### config.mk
export PLATFORM = sky130hd
export DESIGN_NAME = ccr_core_ratio
export DESIGN_NICKNAME = d
export VERILOG_FILES = /design/src/hdl/ccr_core_ratio.v /design/src/hdl/ccr_decode.v
export VERILOG_INCLUDE_DIRS = /design/src /design/src/hdl
export SDC_FILE = /design/constraint.sdc
export NUM_CORES = 1
export LEC_CHECK = 0
export ABC_AREA = 1
export BUFFER_PORTS_ARGS = -buffer_cell sky130_fd_sc_hd__clkbuf_2
export CORE_UTILIZATION = 35
export CTS_BUF_LIST = sky130_fd_sc_hd__clkbuf_16
export DETAILED_ROUTE_END_ITERATION = 12
export PLACE_DENSITY = 0.56
export SLEW_MARGIN = 20
export SYNTH_ARGS = -nofsm -noshare
export SYNTH_HDL_FRONTEND = slang
export SYNTH_SLANG_ARGS = --single-unit
### constraint.sdc
create_clock -name core_clk -period 1.5 [get_ports core_clk]
set_clock_uncertainty 0.2 [all_clocks]
set_input_delay 0 -clock core_clk [delete_from_list [all_inputs] [get_ports core_clk]]
set_output_delay 0 -clock core_clk [all_outputs]
set_load 0.01 [all_outputs]
### src/hdl/ccr_regs.vh
`ifndef CCR_REGS_VH
`define CCR_REGS_VH

// Width of the captured reset configuration field
`define CCR_FIELD_W      7
// Field positions inside the core ratio field
`define CCR_VDIV_LO      0
`define CCR_VDIV_HI      1
`define CCR_MULT_LO      2
`define CCR_MULT_HI      5
`define CCR_HALF_BIT     6
// Multiplier encodings (bits 2 to 5)
`define CCR_MULT_BYPASS  4'h0
`define CCR_MULT_ONE     4'h1
`define CCR_MULT_TWO     4'h2
`define CCR_MULT_THREE   4'h3
// Ratio codes, core to bus, in half steps
`define CCR_RATIO_W      3
`define CCR_RATIO_NONE   3'h0
`define CCR_RATIO_1_0    3'h1
`define CCR_RATIO_1_5    3'h2
`define CCR_RATIO_2_0    3'h3
`define CCR_RATIO_2_5    3'h4
`define CCR_RATIO_3_0    3'h5
// VCO divider codes
`define CCR_VDIV_W       2
`define CCR_VDIV_2       2'h0
`define CCR_VDIV_4       2'h1
`define CCR_VDIV_8       2'h2
// Divider select encodings (bits 0 and 1)
`define CCR_VSEL_DIV2    2'h0
`define CCR_VSEL_DIV4    2'h1
// Reset values
`define CCR_FIELD_RST    7'h00
// Hard reset taken as asserted while resetn is low, so no false release edge
`define CCR_SYNC_RST     2'h3

`endif

### src/hdl/ccr_core_ratio.v
// Contract
// - Core-to-bus ratio comes from the core ratio field of the low config word.
// - Bits 2 to 5 all zero bypass the PLL; core runs from bus clock.
// - Bits 2-5 with bit 6 select 1:1, 1.5:1, 2:1, 2.5:1 or 3:1.
// - Bits 0-1 give VCO divider: 00 div2, 01 div4, 10/11 div8.
// - While hard reset is asserted the config pins are inputs, never driven; the code keeps normal drive for up to three core_clk cycles after assertion.
// - On hard reset release the pin levels are latched and pins resume normal use.
`timescale 1ns/100ps
`include "ccr_regs.vh"

module ccr_core_ratio (
   // Clock and reset
   input  wire       core_clk,
   input  wire       resetn,
   // Hard reset from the reset source, active low, asynchronous to the clock
   input  wire       hard_reset_in_n,
   // Configuration pins, shared with normal function
   input  wire [6:0] cfg_pin_in,
   input  wire [6:0] func_out,
   input  wire [6:0] func_oe,
   output reg  [6:0] cfg_pin_out,
   output reg  [6:0] cfg_pin_oe,
   output reg        cfg_rx_en,
   // Decoded clock setup
   output reg        pll_bypass,
   output reg  [2:0] core_ratio,
   output reg  [1:0] vco_div,
   output reg        cfg_reserved,
   output reg        cfg_valid
);

   ////////////////////////////////////////////////////////////////////////
   // Synchronisers

   reg  [1:0] hrst_sync_r;
   reg  [6:0] pin_meta_r;
   reg  [6:0] pin_sync_r;
   reg        hrst_act_r;
   reg  [6:0] core_ratio_field_r;
   wire       hrst_act;
   wire       release_evt;

   // Hard reset level through two flops before any logic sees it
   always @(posedge core_clk or negedge resetn) begin
      if (!resetn) begin
         hrst_sync_r <= `CCR_SYNC_RST;
      end else begin
         hrst_sync_r <= {hrst_sync_r[0], ~hard_reset_in_n};
      end
   end

   assign hrst_act = hrst_sync_r[1];

   // Pin levels; strapped pins are static, so per-bit sync is safe
   always @(posedge core_clk or negedge resetn) begin
      if (!resetn) begin
         pin_meta_r <= `CCR_FIELD_RST;
         pin_sync_r <= `CCR_FIELD_RST;
      end else begin
         pin_meta_r <= cfg_pin_in;
         pin_sync_r <= pin_meta_r;
      end
   end

   ////////////////////////////////////////////////////////////////////////
   // Capture at hard reset release

   // Delayed copy gives the falling edge of the synced hard reset
   always @(posedge core_clk or negedge resetn) begin
      if (!resetn) begin
         hrst_act_r <= 1'b1;
      end else begin
         hrst_act_r <= hrst_act;
      end
   end

   assign release_evt = hrst_act_r & ~hrst_act;

   // Field latched once per release and then frozen
   always @(posedge core_clk or negedge resetn) begin
      if (!resetn) begin
         core_ratio_field_r <= `CCR_FIELD_RST;
      end else if (release_evt) begin
         core_ratio_field_r <= pin_sync_r;
      end
   end

   ////////////////////////////////////////////////////////////////////////
   // Decode

   wire       dec_bypass;
   wire [2:0] dec_ratio;
   wire [1:0] dec_vdiv;
   wire       dec_resv;

   ccr_decode u_decode (
      .core_ratio_field (core_ratio_field_r),
      .bypass           (dec_bypass),
      .ratio            (dec_ratio),
      .vco_div          (dec_vdiv),
      .reserved         (dec_resv)
   );

   ////////////////////////////////////////////////////////////////////////
   // Outputs

   // Setup registered so it changes only after a new capture
   always @(posedge core_clk or negedge resetn) begin
      if (!resetn) begin
         pll_bypass   <= 1'b0;
         core_ratio   <= `CCR_RATIO_NONE;
         vco_div      <= `CCR_VDIV_2;
         cfg_reserved <= 1'b0;
         cfg_valid    <= 1'b0;
      end else if (hrst_act) begin
         // Setup is invalid while hard reset is held
         cfg_valid    <= 1'b0;
      end else begin
         pll_bypass   <= dec_bypass;
         core_ratio   <= dec_ratio;
         vco_div      <= dec_vdiv;
         cfg_reserved <= dec_resv;
         cfg_valid    <= ~release_evt;
      end
   end

   // Pin buffer: receiver on and driver off while hard reset is asserted
   always @(posedge core_clk or negedge resetn) begin
      if (!resetn) begin
         cfg_rx_en   <= 1'b1;
         cfg_pin_out <= `CCR_FIELD_RST;
         cfg_pin_oe  <= `CCR_FIELD_RST;
      end else if (hrst_act | release_evt) begin
         cfg_rx_en   <= 1'b1;
         cfg_pin_out <= `CCR_FIELD_RST;
         cfg_pin_oe  <= `CCR_FIELD_RST;
      end else begin
         cfg_rx_en   <= 1'b0;
         cfg_pin_out <= func_out;
         cfg_pin_oe  <= func_oe;
      end
   end

endmodule

### src/hdl/ccr_decode.v
`timescale 1ns/100ps
`include "ccr_regs.vh"

module ccr_decode (
   // Captured field
   input  wire [6:0] core_ratio_field,
   // Decoded setup
   output reg        bypass,
   output reg  [2:0] ratio,
   output reg  [1:0] vco_div,
   output reg        reserved
);

   wire [3:0] mult;
   wire       half;

   assign mult = core_ratio_field[`CCR_MULT_HI:`CCR_MULT_LO];
   assign half = core_ratio_field[`CCR_HALF_BIT];

   // Ratio and bypass decode
   always @* begin
      bypass   = 1'b0;
      reserved = 1'b0;
      ratio    = `CCR_RATIO_NONE;
      case (mult)
         `CCR_MULT_BYPASS: bypass = 1'b1;
         `CCR_MULT_ONE:    ratio = half ? `CCR_RATIO_1_5 : `CCR_RATIO_1_0;
         `CCR_MULT_TWO:    ratio = half ? `CCR_RATIO_2_5 : `CCR_RATIO_2_0;
         `CCR_MULT_THREE: begin
            // 3.5:1 is not a legal setting
            if (half) begin
               reserved = 1'b1;
            end else begin
               ratio = `CCR_RATIO_3_0;
            end
         end
         default: reserved = 1'b1;
      endcase
   end

   // VCO divider decode, both upper codes give divide by 8
   always @* begin
      case (core_ratio_field[`CCR_VDIV_HI:`CCR_VDIV_LO])
         `CCR_VSEL_DIV2: vco_div = `CCR_VDIV_2;
         `CCR_VSEL_DIV4: vco_div = `CCR_VDIV_4;
         default: vco_div = `CCR_VDIV_8;
      endcase
   end

endmodule

### After elaboration in Yosys (flattened, before gate mapping)

Index checks and enable logic that the tools add are counted.

* output and inout port bits: 23
* register bits after elaboration: 47

* reduce and logical (&&, ||, !) cells: 3
* mux-type cells: 12
* equality and inequality tests: 4
* bitwise logic cells: 5

Operators with widths (number)
* $mux W7: 2
* $pmux W3 S3: 1
* $eq A4 B2 Y1 const B: 2
* $mux W3: 2
* $eq A4 B1 Y1 const B: 1
* $logic_not A4 Y1: 1
* $mux W1: 4
* $pmux W2 S2: 1
* $not A1 Y1: 3
* $reduce_or A3 Y1: 1
* $eq A2 B1 Y1 const B: 1
* $logic_not A2 Y1: 1
* $mux W2: 1
* $pmux W1 S2: 1
* $and A1 B1 Y1: 1
* $or A1 B1 Y1: 1

### Logic depth before layout (Yosys ltp)

* depth after elaboration: 4
* mapped depth: 6
* depth with buffers taken out: 5

### Hierarchy

Synthesis repeated with hierarchy kept, for this count alone.

* cell total of the unflattened synthesis: 144
* area, all modules: 1664.1 µm²

By module, submodules not included
* ccr_core_ratio: instances 1, area an instance 1582.8 µm², cells each 126
* ccr_decode: instances 1, area an instance 81.3 µm², cells each 18

### Least setup slack after synthesis

No wires, ideal clock.

* path kind: register -> register
* from: register hrst_sync_r[1]
* to: register core_ratio_field_r[2]
* data arrival time: 967 ps
* clock period less this slack: 1244 ps
* stages on the path, launching flop included: 6
* setup slack: 256 ps
* cells stage by stage: dfstp_2 -> buf_6 -> inv_4 -> nand2_2 -> nor2_1 -> a21oi_1

* cells in the longest elaborated chain, start to end: 2

RTL lines
* start: declaration: RTL line ccr_core_ratio.v:35 `reg [1:0] hrst_sync_r;`
* start signal: assignment: RTL line ccr_core_ratio.v:46 `` hrst_sync_r <= `CCR_SYNC_RST; ``
* start signal: assignment: RTL line ccr_core_ratio.v:48 `hrst_sync_r <= {hrst_sync_r[0], ~hard_reset_in_n};`
* $not A1 Y1: RTL line ccr_core_ratio.v:77 `assign release_evt = hrst_act_r & ~hrst_act;`
* $and A1 B1 Y1: RTL line ccr_core_ratio.v:77
* end signal: assignment: RTL line ccr_core_ratio.v:82 `` core_ratio_field_r <= `CCR_FIELD_RST; ``
* end signal: assignment: RTL line ccr_core_ratio.v:84 `core_ratio_field_r <= pin_sync_r;`
* end: declaration: RTL line ccr_core_ratio.v:39 `reg [6:0] core_ratio_field_r;`

Every way passes these cells.
A chain may end at the register's enable or synchronous reset.

### Worst setup path after layout

Ends and elaborated chain as after synthesis.

==> results.rst <==
.. list-table::
   :header-rows: 1

   * - Metric
     - Value
   * - Required @ worst endpoint
     - 1.50 ns
   * - Antenna Nets Post-Route
     - 0
   * - WS Path Type
     - reg2reg
   * - Power per cell area
     - 1290 mW/mm^2
   * - Total area of multi-input combinational cells
     - 270 sq um
   * - First DRT Iteration DRCs
     - 37
   * - Number of DRC violations after detailed routing
     - 0
   * - Synth unique cells
     - 14
   * - Number of gates resized after CTS
     - 0
   * - Synthesis-to-finish area growth
     - 43.1%
   * - Most common cell after layout, fill and taps aside
     - sky130_fd_sc_hd__clkbuf_2
   * - Layout cell share with drive strength beyond 1
     - 31.1%
   * - Flop and latch count out of synthesis
     - 47
   * - Antenna cell count
     - 0
   * - VDD IR-drop max
     - 0.738 mV
   * - Synth Area per Inst
     - 12.0 sq um
   * - Clk sink count
     - 47
   * - Destination of the worst register-to-register timing path
     - core_ratio_field_r[2]
   * - Result of the run
     - finished, final reports clean
   * - Average wire per standard cell
     - 11.4 um
   * - Transition time of the tightest slew-check pin
     - 0.470 ns
   * - Std-Cell Core Area
     - 0.00414 sq mm
   * - Worst hold slack across all endpoints
     - 0.00864 ns
   * - Number of global-route vias before repair
     - 1183
   * - Kind of start point of the critical path
     - flop
   * - Depth of the most critical reg-to-reg path
     - 4
   * - Final clock period utilization by the worst path
     - 91.5%
   * - IO buf count
     - 46
   * - Post-layout minimum cycle time
     - 1.37 ns
   * - Effective utilization at floorplan
     - 37.9%
   * - Arrival time worst endpoint
     - 1.38 ns
   * - Clock Root Buffer
     - sky130_fd_sc_hd__clkbuf_16
   * - Maximum clock insertion buffer count
     - 2
   * - Final-report hold violation count
     - 0
   * - CTS tree
     - yes
   * - Register area
     - 0.00118 sq mm
   * - Leakage power
     - 1.22 nW
   * - Biggest fanout along the worst timing path
     - 10
   * - Clock latency reported for the late side of the worst-skew pair
     - 0.28 ns
   * - First-pass GRT wire length
     - 5070 um
   * - Global-route usage over all layers
     - 15.1%
   * - Sum of net half-perimeters after detailed placement
     - 1890 um
   * - Number of cells after detailed placement
     - 225
   * - Clock transition time at the flip-flop clock pins of the worst setup and hold paths
     - 0.06 ns
   * - Antenna violations before repair
     - 0
   * - Leading cell types in the layout, fill and taps excluded
     - 46 x sky130_fd_sc_hd__clkbuf_2, 43 x sky130_fd_sc_hd__dfrtp_1, 23 x sky130_fd_sc_hd__dlygate4sd3_1
   * - Setup repair after global routing missed its margin
     - no
   * - First-pass detailed-route iteration total
     - 4
   * - CTS Buf Count
     - 5
   * - Cell row count
     - 23
   * - Number of primary I/O pins
     - 47
   * - Floorplan die height
     - 69.0 um
   * - Final setup viols
     - 0
   * - Chip Width
     - 69.0 um
   * - Mapped cell area
     - 0.00157 sq mm
   * - Crit path capture type
     - flop
   * - Number of standard cells in the layout, taps in and fillers out
     - 256
   * - Per-cell via count in the routed design
     - 4.30
   * - Routing usage on met1
     - 16.2%
   * - Gp weighted congestion
     - 0.764
   * - Yosys warns
     - 0
   * - Post-Syn Instances
     - 131
   * - Wire length after detailed routing
     - 2930 um
   * - Net count reported at finish
     - 229
   * - Global routing met2 resource utilization
     - 25.6%
   * - Net count after synthesis
     - 155
   * - Headroom to the max-slew limit
     - 68.6%
   * - Final TNS setup
     - 0 ns
   * - Total chip power
     - 0.00291 W
   * - Vias post-DR
     - 1100
   * - Flop2flop setup slack
     - 0.13 ns
   * - Worst r2r src
     - hrst_sync_r[1]
   * - FILL cells
     - 371
   * - H-tree level count
     - 2
   * - Die Area
     - 0.00475 sq mm
   * - Slew Limit Fails
     - 0
   * - Global routing's busiest layer
     - met2
   * - Largest net degree at the start of global routing
     - 31
   * - Worst hold-check path type
     - in2async
   * - FMAX
     - 0.729 GHz
   * - Max cap viols
     - 0
   * - Global Route met3 Usage
     - 6.74%
   * - Gr ovfl total
     - 0
   * - Post-layout util
     - 54.2%
   * - Sequential element share of the synthesized area
     - 75.3%
routing by layer:
metal	wire length [um]	up-vias
li1	-	538
met4	44	0
met2	1410	42
met5	0	-
met3	256	6
met1	1220	514
power breakdown:
part	switching, W	internal [W]	leakage [nW]
clock network	0.000432	0.000779	0.0812
logic	0.000146	0.000134	0.560
registers	0.0000518	0.00136	0.579
total	0.000630	0.00228	1.22
stage by stage:
step                      cell area, sq um  setup WS [ns]
after floorplan                       1570          0.256
after global placement                1850          0.178
after detailed placement              1850          0.131
after CTS                             2240          0.115
after global routing                  2240         0.0240
final                                 2240          0.127
synth_stat cells:
library cell | number | area [sq um]
sky130_fd_sc_hd__nor2_2 | 2 | 12.5
sky130_fd_sc_hd__inv_1 | 19 | 71.3
sky130_fd_sc_hd__nor2_8 | 1 | 20.0
sky130_fd_sc_hd__inv_4 | 2 | 12.5
sky130_fd_sc_hd__a21oi_1 | 3 | 15.0
sky130_fd_sc_hd__buf_6 | 3 | 33.8
sky130_fd_sc_hd__nor2_1 | 20 | 75.1
sky130_fd_sc_hd__a22o_1 | 1 | 8.76
sky130_fd_sc_hd__nand2_2 | 1 | 6.26
sky130_fd_sc_hd__nand2_1 | 22 | 82.6
sky130_fd_sc_hd__o21ai_0 | 4 | 20.0
sky130_fd_sc_hd__dfstp_2 | 4 | 105
sky130_fd_sc_hd__nand3_1 | 6 | 30.0
sky130_fd_sc_hd__dfrtp_1 | 43 | 1080
worst max-delay path, stage by stage (launching register included):
cell,delay (ns)
sky130_fd_sc_hd__dfstp_2,0.68
sky130_fd_sc_hd__inv_4,0.10
sky130_fd_sc_hd__nand2_2,0.15
sky130_fd_sc_hd__nor2_1,0.06
sky130_fd_sc_hd__a21oi_1,0.10
how the worst max path moves through the flow:
stage	to	cells past startpoint	from
6_report	core_ratio_field_r[2]	4	hrst_sync_r[1]
5_1_grt	core_ratio_field_r[2]	4	hrst_sync_r[1]
4_1_cts	core_ratio_field_r[2]	4	hrst_sync_r[1]
3_5_place_dp	core_ratio_field_r[2]	4	hrst_sync_r[1]
3_3_place_gp	core_ratio_field_r[2]	4	hrst_sync_r[1]
2_1_floorplan	core_ratio_field_r[2]	5	hrst_sync_r[1]
cells by family after synthesis:
| group | count (synthesis) | share of synthesized area, % |
|---|---|---|
| buf+inv | 24 | 7.50 |
| flops | 47 | 75.3 |
| compound gates | 8 | 2.79 |
| simple gates | 52 | 14.4 |
state kept, by name, summed over array words and instances, names as in the netlist:
name	cells
cfg_pin_oe	7
cfg_pin_out	7
cfg_reserved	1
cfg_rx_en	1
cfg_valid	1
core_ratio	3
core_ratio_field_r	7
hrst_act_r	1
hrst_sync_r	2
pin_meta_r	7
pin_sync_r	7
pll_bypass	1
vco_div	2
timing repair:
action                                 4_1_cts  5_1_grt
setup buffers                                0        0
hold buffers                                23        0
endpoints found under the hold margin       65        0
area by class of cell:
| class | count | area share (%) |
|---|---|---|
| sequential | 47 | 52.6 |
| timing repair buffer | 70 | 21.4 |
| multi-input combinational | 60 | 12.0 |
| clock buffer | 5 | 5.57 |
| inverter | 21 | 3.73 |
| tap | 50 | 2.79 |
| clock inverter | 3 | 1.84 |
No activity file was read; power rests on OpenSTA's default activity.
